$ cat src/asr4k_defines.vh
// Timing and geometry constants for the asynchronous static memory host controller.
`ifndef ASR4K_DEFINES_VH
`define ASR4K_DEFINES_VH

// ----------------------------------------
// Geometry
// ----------------------------------------
`define ASR4K_ADDR_W 12
`define ASR4K_DATA_W 4
`define ASR4K_DEPTH 4096

// ----------------------------------------
// Clock and device timing, in ns
// ----------------------------------------
`define ASR4K_CLK_PERIOD_NS 4
`define ASR4K_READ_PERIOD_NS 20
`define ASR4K_ADDR_TO_VALID_DELAY_NS 20
`define ASR4K_CE_TO_VALID_NS 20
`define ASR4K_WRITE_PERIOD_NS 20
`define ASR4K_STROBE_LOW_WIDTH_NS 15
`define ASR4K_CE_TO_WRITE_END_NS 15
`define ASR4K_ADDR_SETUP_END_NS 15
`define ASR4K_DATA_SETUP_NS 10
`define ASR4K_POWER_DOWN_NS 20

// ----------------------------------------
// Derived cycle counts; least times round up
// ----------------------------------------
`define ASR4K_CYC_UP(ns) (((ns) + `ASR4K_CLK_PERIOD_NS - 1) / `ASR4K_CLK_PERIOD_NS)
`define ASR4K_READ_WAIT_CYC `ASR4K_CYC_UP(`ASR4K_ADDR_TO_VALID_DELAY_NS)
`define ASR4K_STROBE_CYC `ASR4K_CYC_UP(`ASR4K_STROBE_LOW_WIDTH_NS)
`define ASR4K_WRITE_CYC `ASR4K_CYC_UP(`ASR4K_WRITE_PERIOD_NS)
`define ASR4K_DATA_SETUP_CYC `ASR4K_CYC_UP(`ASR4K_DATA_SETUP_NS)

`endif

$ cat src/asr4k_ctrl.v
// Host controller driving a 4096 by 4 asynchronous static memory.
`timescale 1ns/1ps
`include "asr4k_defines.vh"

// Summary of operation
// - The first of select or strobe to rise ends the write.
// - Data setup and hold are measured from that terminating rising edge.
// - Write address stable 15 ns before write end, 0 ns after.
// - Write address presented at least 0 ns before write start.
// - Write data valid 10 ns before write end, held 0 ns after.
// - Strobe low 15 ns, select low 15 ns to end, writes 20 ns apart.
module asr4k_ctrl #(
  parameter ADDR_W = `ASR4K_ADDR_W,
  parameter DATA_W = `ASR4K_DATA_W
) (
  // Clock and reset
  input wire ref_clk,
  input wire srst,
  // User request
  input wire req_valid,
  input wire req_write,
  input wire [ADDR_W-1:0] req_addr,
  input wire [DATA_W-1:0] req_wdata,
  output wire req_ready,
  // User read answer
  output reg rd_valid,
  output reg [DATA_W-1:0] rd_data,
  // Memory pins
  output reg [ADDR_W-1:0] addr_line,
  output reg chip_sel_n,
  output reg wr_strobe_n,
  input wire [DATA_W-1:0] data_line_in,
  output reg [DATA_W-1:0] data_line_out,
  output reg data_line_oe_n
);
  // ----------------------------------------
  // States
  // ----------------------------------------
  localparam [2:0] ST_IDLE = 3'h0;
  localparam [2:0] ST_RD_WAIT = 3'h1;
  localparam [2:0] ST_WR_SETUP = 3'h2;
  localparam [2:0] ST_WR_PULSE = 3'h3;
  localparam [2:0] ST_WR_RECOV = 3'h4;

  // ----------------------------------------
  // Phase lengths
  // ----------------------------------------
  // A load of N keeps its phase for N + 1 cycles, because the phase ends in
  // the cycle in which the counter reads zero; the strobe and recovery loads allow for it, the read load does not.
  localparam CNT_W = 4;
  localparam integer RD_LOAD = `ASR4K_READ_WAIT_CYC;
  localparam integer STROBE_LOAD = `ASR4K_STROBE_CYC - 1;
  localparam integer RECOV_LOAD = `ASR4K_WRITE_CYC - `ASR4K_STROBE_CYC - 1;

  // Cuts a cycle count to the counter width; a count above the width wraps.
  function [CNT_W-1:0] fn_cnt;
    input integer cyc;
    begin
      fn_cnt = cyc[CNT_W-1:0];
    end
  endfunction

  reg [2:0] state_r;
  reg [2:0] state_nxt;
  reg cnt_load;
  reg [CNT_W-1:0] cnt_val;
  wire cnt_done;

  // ----------------------------------------
  // Phase counter
  // ----------------------------------------
  asr4k_wait_cnt #(
    .CNT_W(CNT_W)
  ) u_cnt (
    .ref_clk(ref_clk),
    .srst(srst),
    .load(cnt_load),
    .load_val(cnt_val),
    .done(cnt_done)
  );

  // ----------------------------------------
  // Request decode
  // ----------------------------------------
  // A request is taken only in the idle state; outside it the request waits
  // unchanged while req_ready stays low, which is how the host sees a refusal.
  function [1:0] fn_take;
    input idle;
    input valid;
    input write;
    begin
      fn_take = {idle & valid & write, idle & valid & ~write};
    end
  endfunction

  wire [1:0] take;
  wire take_wr;
  wire take_rd;

  assign req_ready = (state_r == ST_IDLE);
  assign take = fn_take(req_ready, req_valid, req_write);
  assign take_wr = take[1];
  assign take_rd = take[0];

  // ----------------------------------------
  // Next state
  // ----------------------------------------
  always @* begin
    state_nxt = state_r;
    cnt_load = 1'b0;
    cnt_val = {CNT_W{1'b0}};
    case (state_r)
      ST_IDLE: begin
        if (take_wr) begin
          state_nxt = ST_WR_SETUP;
        end else if (take_rd) begin
          cnt_load = 1'b1;
          cnt_val = fn_cnt(RD_LOAD);
          state_nxt = ST_RD_WAIT;
        end
      end
      ST_RD_WAIT: begin
        if (cnt_done) begin
          state_nxt = ST_IDLE;
        end
      end
      ST_WR_SETUP: begin
        cnt_load = 1'b1;
        cnt_val = fn_cnt(STROBE_LOAD);
        state_nxt = ST_WR_PULSE;
      end
      ST_WR_PULSE: begin
        if (cnt_done) begin
          cnt_load = 1'b1;
          cnt_val = fn_cnt(RECOV_LOAD);
          state_nxt = ST_WR_RECOV;
        end
      end
      ST_WR_RECOV: begin
        if (cnt_done) begin
          state_nxt = ST_IDLE;
        end
      end
      default: begin
        state_nxt = ST_IDLE;
      end
    endcase
  end

  // ----------------------------------------
  // Pin and answer registers
  // ----------------------------------------
  // Address and data are set one cycle before the strobe falls and held one
  // cycle after it rises, which costs a cycle but gives margin on both sides.
  always @(posedge ref_clk) begin
    if (srst) begin
      state_r <= ST_IDLE;
      addr_line <= {ADDR_W{1'b0}};
      chip_sel_n <= 1'b1;
      wr_strobe_n <= 1'b1;
      data_line_out <= {DATA_W{1'b0}};
      data_line_oe_n <= 1'b1;
      rd_valid <= 1'b0;
      rd_data <= {DATA_W{1'b0}};
    end else begin
      state_r <= state_nxt;
      rd_valid <= 1'b0;
      case (state_r)
        ST_IDLE: begin
          chip_sel_n <= 1'b1;
          data_line_oe_n <= 1'b1;
          // Address and select go out together for reads and writes alike.
          if (take_rd || take_wr) begin
            addr_line <= req_addr;
            chip_sel_n <= 1'b0;
            wr_strobe_n <= 1'b1;
            if (take_wr) begin
              data_line_out <= req_wdata;
              data_line_oe_n <= 1'b0;
            end
          end
        end
        ST_RD_WAIT: begin
          // Sampling here leaves one cycle of margin past the access time.
          if (cnt_done) begin
            rd_data <= data_line_in;
            rd_valid <= 1'b1;
            chip_sel_n <= 1'b1;
          end
        end
        ST_WR_SETUP: begin
          wr_strobe_n <= 1'b0;
        end
        ST_WR_PULSE: begin
          if (cnt_done) begin
            // Strobe ends the write; select stays low so timing refers to it.
            wr_strobe_n <= 1'b1;
          end
        end
        ST_WR_RECOV: begin
          // Select and data drivers let go one cycle after the strobe rises,
          // which gives the write its address and data hold.
          chip_sel_n <= 1'b1;
          data_line_oe_n <= 1'b1;
        end
        default: begin
          chip_sel_n <= 1'b1;
          wr_strobe_n <= 1'b1;
          data_line_oe_n <= 1'b1;
        end
      endcase
    end
  end
endmodule

$ cat src/asr4k_wait_cnt.v
// Loadable down counter that times the read wait, strobe and recovery phases of a memory access.
`timescale 1ns/1ps
module asr4k_wait_cnt #(
  parameter CNT_W = 4
) (
  // Clock and reset
  input wire ref_clk,
  input wire srst,
  // Control
  input wire load,
  input wire [CNT_W-1:0] load_val,
  // Status
  output wire done
);
  reg [CNT_W-1:0] cnt_r;
  reg [CNT_W-1:0] cnt_nxt;

  always @* begin
    cnt_nxt = cnt_r;
    if (load) begin
      cnt_nxt = load_val;
    end else if (cnt_r != {CNT_W{1'b0}}) begin
      cnt_nxt = cnt_r - {{(CNT_W-1){1'b0}}, 1'b1};
    end
  end

  always @(posedge ref_clk) begin
    if (srst) begin
      cnt_r <= {CNT_W{1'b0}};
    end else begin
      cnt_r <= cnt_nxt;
    end
  end

  // Done ignores load, so a caller may load on done without a combinational loop.
  assign done = (cnt_r == {CNT_W{1'b0}});
endmodule

$ cat config.mk
export PLATFORM = sky130hd
export DESIGN_NAME = asr4k_ctrl
export DESIGN_NICKNAME = d
export VERILOG_FILES = /design/src/asr4k_ctrl.v /design/src/asr4k_wait_cnt.v
export VERILOG_INCLUDE_DIRS = /design/src
export SDC_FILE = /design/constraint.sdc
export NUM_CORES = 1
export LEC_CHECK = 0
export BUFFER_PORTS_ARGS = -buffer_cell sky130_fd_sc_hd__buf_2
export CAP_MARGIN = 15
export CORE_ASPECT_RATIO = 1.25
export CORE_UTILIZATION = 48
export DETAILED_ROUTE_END_ITERATION = 10
export HOLD_SLACK_MARGIN = 0.06
export MAX_ROUTING_LAYER = met4
export PLACE_DENSITY = 0.78
export SLEW_MARGIN = 25
export SYNTH_ARGS = -nofsm -noshare
export SYNTH_HDL_FRONTEND = slang
export SYNTH_SLANG_ARGS = --single-unit
export TNS_END_PERCENT = 1
$ cat constraint.sdc
create_clock -name ref_clk -period 2 [get_ports ref_clk]
set_input_delay 0.4 -clock ref_clk [delete_from_list [all_inputs] [get_ports ref_clk]]
set_output_delay 0.4 -clock ref_clk [all_outputs]
set_load 0.02 [all_outputs]
# Word-level counts from Yosys, hierarchy flattened
# Cells that the tools add are included.
[op_classes] addsub=1 n_mul=0 div=0 order_cmp=0 n_eq_ne=9 n_shift=0 n_mux=22 n_bitwise=7 reduce_logical=15
[ops] operator="$mux W3" n=6
[ops] operator="$pmux W3 S4" n=1
[ops] operator="$reduce_and A3 Y1" n=3
[ops] operator="$mux W1" n=8
[ops] operator="$mux W4" n=2
[ops] operator="$eq A3 B2 Y1 const B" n=2
[ops] operator="$pmux W1 S3" n=2
[ops] operator="$pmux W3 S2" n=1
[ops] operator="$reduce_and A2 Y1" n=3
[ops] operator="$reduce_or A2 Y1" n=3
[ops] operator="$logic_not A4 Y1" n=1
[ops] operator="$ne A2 B1 Y1 const B" n=2
[ops] operator="$ne A2 B2 Y1 const B" n=2
[ops] operator="$not A1 Y1" n=4
[ops] operator="$pmux W1 S4" n=1
[ops] operator="$reduce_bool A4 Y1" n=1
[ops] operator="$sub A4 B1 Y4 const B" n=1
[ops] operator="$and A1 B1 Y1" n=3
[ops] operator="$eq A3 B1 Y1 const B" n=1
[ops] operator="$eq A3 B3 Y1 const B" n=1
[ops] operator="$logic_not A3 Y1" n=1
[ops] operator="$ne A3 B1 Y1 const B" n=1
[ops] operator="$reduce_or A3 Y1" n=1
[ops] operator="$pmux W1 S2" n=1
[ops] operator="other kinds (2)" n=2
[totals] reg_bits=31 latch_bits=0 mem_bits_rw=0 mem_bits_ro=0 in_bits=24 output_inout_bits=25 mem_count=0

# Logic depth before layout (Yosys ltp)
[depth] word_depth=7 ltp_mapped=6

# By module
# A second synthesis with hierarchy kept.
[unflattened] hier_cells=158 hier_area_um2=1343.8
[modules_own_cells] module="asr4k_ctrl" instances=1 cells_each=134 area_per_inst_um2=1114.8 seq_area_each_um2=540.5
[modules_own_cells] module="asr4k_wait_cnt" instances=1 cells_each=24 area_per_inst_um2=229.0 seq_area_each_um2=80.1

# Worst setup path after synthesis
# OpenSTA, ideal clock, no wires.
[synth_timing] path_kind="reg-to-reg" from="register u_cnt.cnt_r[0]" to="register wr_strobe_n" setup_time_ns=0.122 t_arrival_ns=1.399 path_slack_ns=0.479 stages_incl_launch_ff=6 synth_period_minus_slack_ns=1.521 path_cell_list="dfxtp_1 > inv_1 > ha_1 > nor3b_2 > a211o_1 > a221o_1"
[synth_via] elab_chain_len=3
[synth_rtl] element="start, declared" line="asr4k_wait_cnt.v:15" text="reg [CNT_W-1:0] cnt_r;"
[synth_rtl] element="start signal, assigned" line="asr4k_wait_cnt.v:29" text="cnt_r <= {CNT_W{1'b0}};"
[synth_rtl] element="start signal, assigned" line="asr4k_wait_cnt.v:31" text="cnt_r <= cnt_nxt;"
[synth_rtl] element="$logic_not A4 Y1" line="asr4k_wait_cnt.v:36" text="assign done = (cnt_r == {CNT_W{1'b0}});"
[synth_rtl] element="$ne A2 B2 Y1 (no source line)"
[synth_rtl] element="$reduce_and A3 Y1 (no source line)"
[synth_rtl] element="end signal, assigned" line="asr4k_ctrl.v:192" text="wr_strobe_n <= 1'b0;"
[synth_rtl] element="end signal, assigned" line="asr4k_ctrl.v:197" text="wr_strobe_n <= 1'b1;"
[synth_rtl] element="end signal, assigned" line="asr4k_ctrl.v:208" text="wr_strobe_n <= 1'b1;"
[synth_rtl] element="end, declared" line="asr4k_ctrl.v:31" text="output reg wr_strobe_n,"
# Every way passes these cells.
# A chain may end at the register's enable or synchronous reset.

# Worst setup path in the final report
[layout_timing] from="register u_cnt.cnt_r[0]" to="register rd_data[3]"
[layout_via] elab_chain_len=2
[layout_rtl] element="$logic_not A4 Y1" line="asr4k_wait_cnt.v:36"
[layout_rtl] element="$reduce_and A2 Y1 (no source line)"
[layout_rtl] element="end signal, assigned" line="asr4k_ctrl.v:164" text="rd_data <= {DATA_W{1'b0}};"
[layout_rtl] element="end signal, assigned" line="asr4k_ctrl.v:186" text="rd_data <= data_line_in;"
[layout_rtl] element="end, declared" line="asr4k_ctrl.v:27" text="output reg [DATA_W-1:0] rd_data,"
# Every way passes these cells.

==> summary.txt <==
Finish
  • Final Util: around 64%
  • Synth-to-Final Area Change: 22.61%
  • Final nets: 230
  • FF+latch area: 620.6 µm²
  • Final instance area: around 0.0016 mm²
  • Footprint of the multi-input gates: 616.8 µm²
  • Layout cell share with drive strength beyond 1: between 30% and 40%
  • Fillers: about 240
  • Inserted Diodes: 0

Setup path
  • R2R Path Start: u_cnt.cnt_r[0]$_SDFFE_PP0P_
  • Highest-delay cell along the critical path: or3b_1
  • Worst setup SP type: register
  • Crit path max fanout: 13
  • Worst Reg2Reg Path Length in Cells: 5
  • Worst R2R End: rd_data[3]$_SDFFE_PP0P_
  • Cells along the critical path: inv_1 > ha_1 > or3b_1 > o21ai_0 > a21oi_1
  • Worst EP arrival: around 1900 ps
  • CP Depth: 5
  • Crit path capture type: register
  • Critical Path Max Stage Delay: 570 ps
  • Kind of critical path: reg -> reg
  • Worst Path Required: about 2200 ps
  • R2R setup slack: about 300 ps
  • CP top delay family: simple AND/OR/NAND/NOR gates
  • WP buf/inv: 1

Timing
  • Final TNS setup: 0 ps
  • Final Hold Fails: 0
  • Setup Skew: roughly 5.6 ps
  • Final setup fails: 0
  • Crit path time final: 1700 ps
  • Max Fclk: approximately 0.6 GHz
  • Final worst setup slack: around 300 ps
  • Pins Over Slew Limit: 0
  • RSZ-0062 raised after global routing: false
  • Actual slew at the worst max-slew pin: about 530 ps
  • Slew HR: approximately two thirds
  • Final worst-path cycle share: a little over four fifths
  • Worst Hold Slack: roughly 300 ps

Logic synthesis
  • Cell Area, Synth: 0.001323 mm²
  • Register area share after synthesis: 46.93%
  • Complex-gate fraction of the synthesized area: around a fifth
  • Synth area leader: dfxtp_1
  • Post-Synth Adder-Cell Area: 0.9461%
  • Primary FF master, synth: dfxtp_1
  • Synth unique cells: 32
  • Post-Synth Simple-Gate Area: between 20% and 30%
  • Share of the synthesized area in the top cell type: 46.93%
  • Xor and xnor fraction of the mapped netlist area: 0%
  • Synth Instances: between 150 and 200
  • Average size of a mapped cell: between 8 and 9 µm²
  • Syn Nets: 181
  • Synth warn: 0
  • Combinational family with the most area after synthesis: simple AND/OR/NAND/NOR gates
  • Largest cells by area after synthesis: dfxtp_1, a21oi_1, nand2_1
  • Post-synth EDFFs: 0
  • Post-synthesis mux area share: about 2.4%
  • Post-synthesis async set-or-reset flop share: 0%
  • Register bit total from synthesis: 31

Hold path
  • Hold Path Class: in -> reg
  • Hold Path Depth: 3
  • Hold_sp: req_addr[4]
  • Worst Hold Path EP: addr_line[4]$_SDFFE_PP0P_

Clock tree
  • Post-CTS sizing: 0
  • Post-CTS Setup Inserts: 0
  • Root buffer cell: clkbuf_4
  • Max clock buf depth: 2
  • Num Clock Sinks: 31
  • H-tree lvl count: 2
  • CTS tree: done
  • Worst skew pair latency: around 330 ps
  • CTS Buf Count: 5
  • CTS clk-pin slew, worst paths: 90 ps
  • CTS Hold Buffers Added: 0

Global routing
  • Total GRT Usage: between 20% and 30%
  • Vias in the first global route: 1244
  • GRT overflow: 0
  • Antenna violations before repair: 0
  • Largest net degree at the start of global routing: 30
  • First-pass GRT wire length: 5.175 mm

Placement
  • Area after DPL: ~0.0016 mm²
  • Pre-CTS WS: approximately 260 ps
  • DP HPWL: about 2.1 mm
  • # port buffers: 48
  • Routability cong.: approximately 0.80

Drt
  • DRC: 0
  • Final ANT Viol Nets: 0
  • DR vias: between 1000 and 1500
  • Drt wl/cell: 12.66 µm
  • Post-Route WL: between 3 and 4 mm
  • Starting DRT DRC Count: 42
  • Drt pass-1 iters: 5
  • Vias per inst: about 5.5

Die
  • Num rows: 20
  • Starting Density: a little over half
  • CORE AREA: around 0.0025 mm²
  • Die span in x: around 49 µm
  • DIE HEIGHT: approximately 60 µm
  • Die ar.: approximately 0.003 mm²
  • I/O Pins: about 50

Outcome
  • Status: finished clean

Power and ir drop
  • Leakage Power: between 0.7 and 0.8 nW
  • Cell area power density: 1182 mW/mm²
  • Maximum VDD drop: 0.8088 mV

Job
  • # Max-Cap Violations: 0
[layer usage]
| layer | share of wire, % | track usage (%) | vias up | wire, µm |
|---|---|---|---|---|
| met4 | 1.8 | 11.34 | 0 | 53 |
| met3 | 5.9 | 6.516 | 5 | 179 |
| met1 | 41 | 24.11 | 608 | 1251 |
| met5 | 0 | - | - | 0 |
| li1 | - | - | 641 | - |
| met2 | 51 | 43.06 | 49 | 1541 |
[worst max-delay path by stage]
stage                           startpoint                             to  slack, ps
2_1_floorplan  u_cnt.cnt_r[0]$_SDFFE_PP0P_       wr_strobe_n$_SDFFE_PP1P_        480
3_3_place_gp                     req_valid  data_line_out[0]$_SDFFE_PP0P_        320
3_5_place_dp                     req_valid  data_line_out[2]$_SDFFE_PP0P_        260
4_1_cts        u_cnt.cnt_r[0]$_SDFFE_PP0P_        rd_data[2]$_SDFFE_PP0P_        310
5_1_grt        u_cnt.cnt_r[0]$_SDFFE_PP0P_        rd_data[2]$_SDFFE_PP0P_        190
6_report       u_cnt.cnt_r[0]$_SDFFE_PP0P_        rd_data[3]$_SDFFE_PP0P_        300
[report_power, final]
group	leakage, nW	internal (mW)	switching, mW
clock network	0.0293	0.137	0.212
registers	0.254	0.720	0.0643
logic	0.441	0.300	0.484
total	0.724	1.16	0.760
[sequential cells by signal, summed over array words and instances, names as in the netlist]
signal / flops
chip_sel_n: 1
data_line_oe_n: 1
rd_valid: 1
data_line_out: 4
addr_line: 12
u_cnt.cnt_r: 4
state_r: 3
wr_strobe_n: 1
rd_data: 4
[metrics by stage]
stage | instances | power, mW
floorplan | 156 | 1.375
global placement | 231 | 1.543
detailed placement | 231 | 1.579
CTS | 239 | 1.928
global route | 239 | 2.055
finish | 239 | 1.916
[worst register-to-register path: cells and delay by family, from the launching register on]
family,cells,cell delay [ps]
DFF,1,340
adders and majority gates,1,220
buffers and inverters,1,80
AOI/OAI and AO/OA,2,370
and+or+nand+nor,1,570
[cell usage after synthesis, types with 2 or more instances]
cell,instances
a211o_1,2
a211oi_1,3
a21oi_1,26
a221o_1,2
buf_2,2
buf_4,2
clkbuf_1,5
dfxtp_1,31
inv_1,4
mux2i_1,2
nand2_1,30
nand2b_1,2
nand3_1,11
nor2_1,4
nor2b_1,2
nor3_1,3
nor3b_1,2
o21ai_0,4
o21ai_1,5
or3b_1,2
[kinds of logic (layout without fill, tap and decap cells)]
kind of cell               Yosys count  count (layout)
AOI/OAI and AO/OA                   46              46
adders and majority gates            1               1
buffers and inverters               15              65
DFF                                 31              31
muxes                                3               3
and+or+nand+nor                     60              60
[cell type report]
type | count | share of cell area, %
flip-flops and latches | 31 | 38.27
multi-input cells | 110 | 38.04
repair buffers | 53 | 17.13
clock buffers | 7 | 2.778
well taps | 33 | 2.546
inverters | 4 | 0.9259
clock inverters | 1 | 0.3086
[layout by cell type, fill, tap and decap left out, drive strengths merged]
master,synthesis,routed
clkinv,0,1
nor3b,3,3
a211oi,3,3
or4b,1,1
nor2b,2,2
nor4b,1,1
o21ai,9,9
a21oi,26,26
nand2b,2,2
a31oi,1,1
nand3,11,11
or3b,2,2
buf,6,53
or2,1,1
mux2i,2,2
mux2,1,1
a21o,1,1
clkbuf,5,7
nand2,30,30
inv,4,4
a2bb2oi,1,1
dfxtp,31,31
o21bai,1,1
ha,1,1
nor2,4,4
nor3,3,3
a211o,2,2
a221o,2,2
No activity file was read; power rests on OpenSTA's default activity.
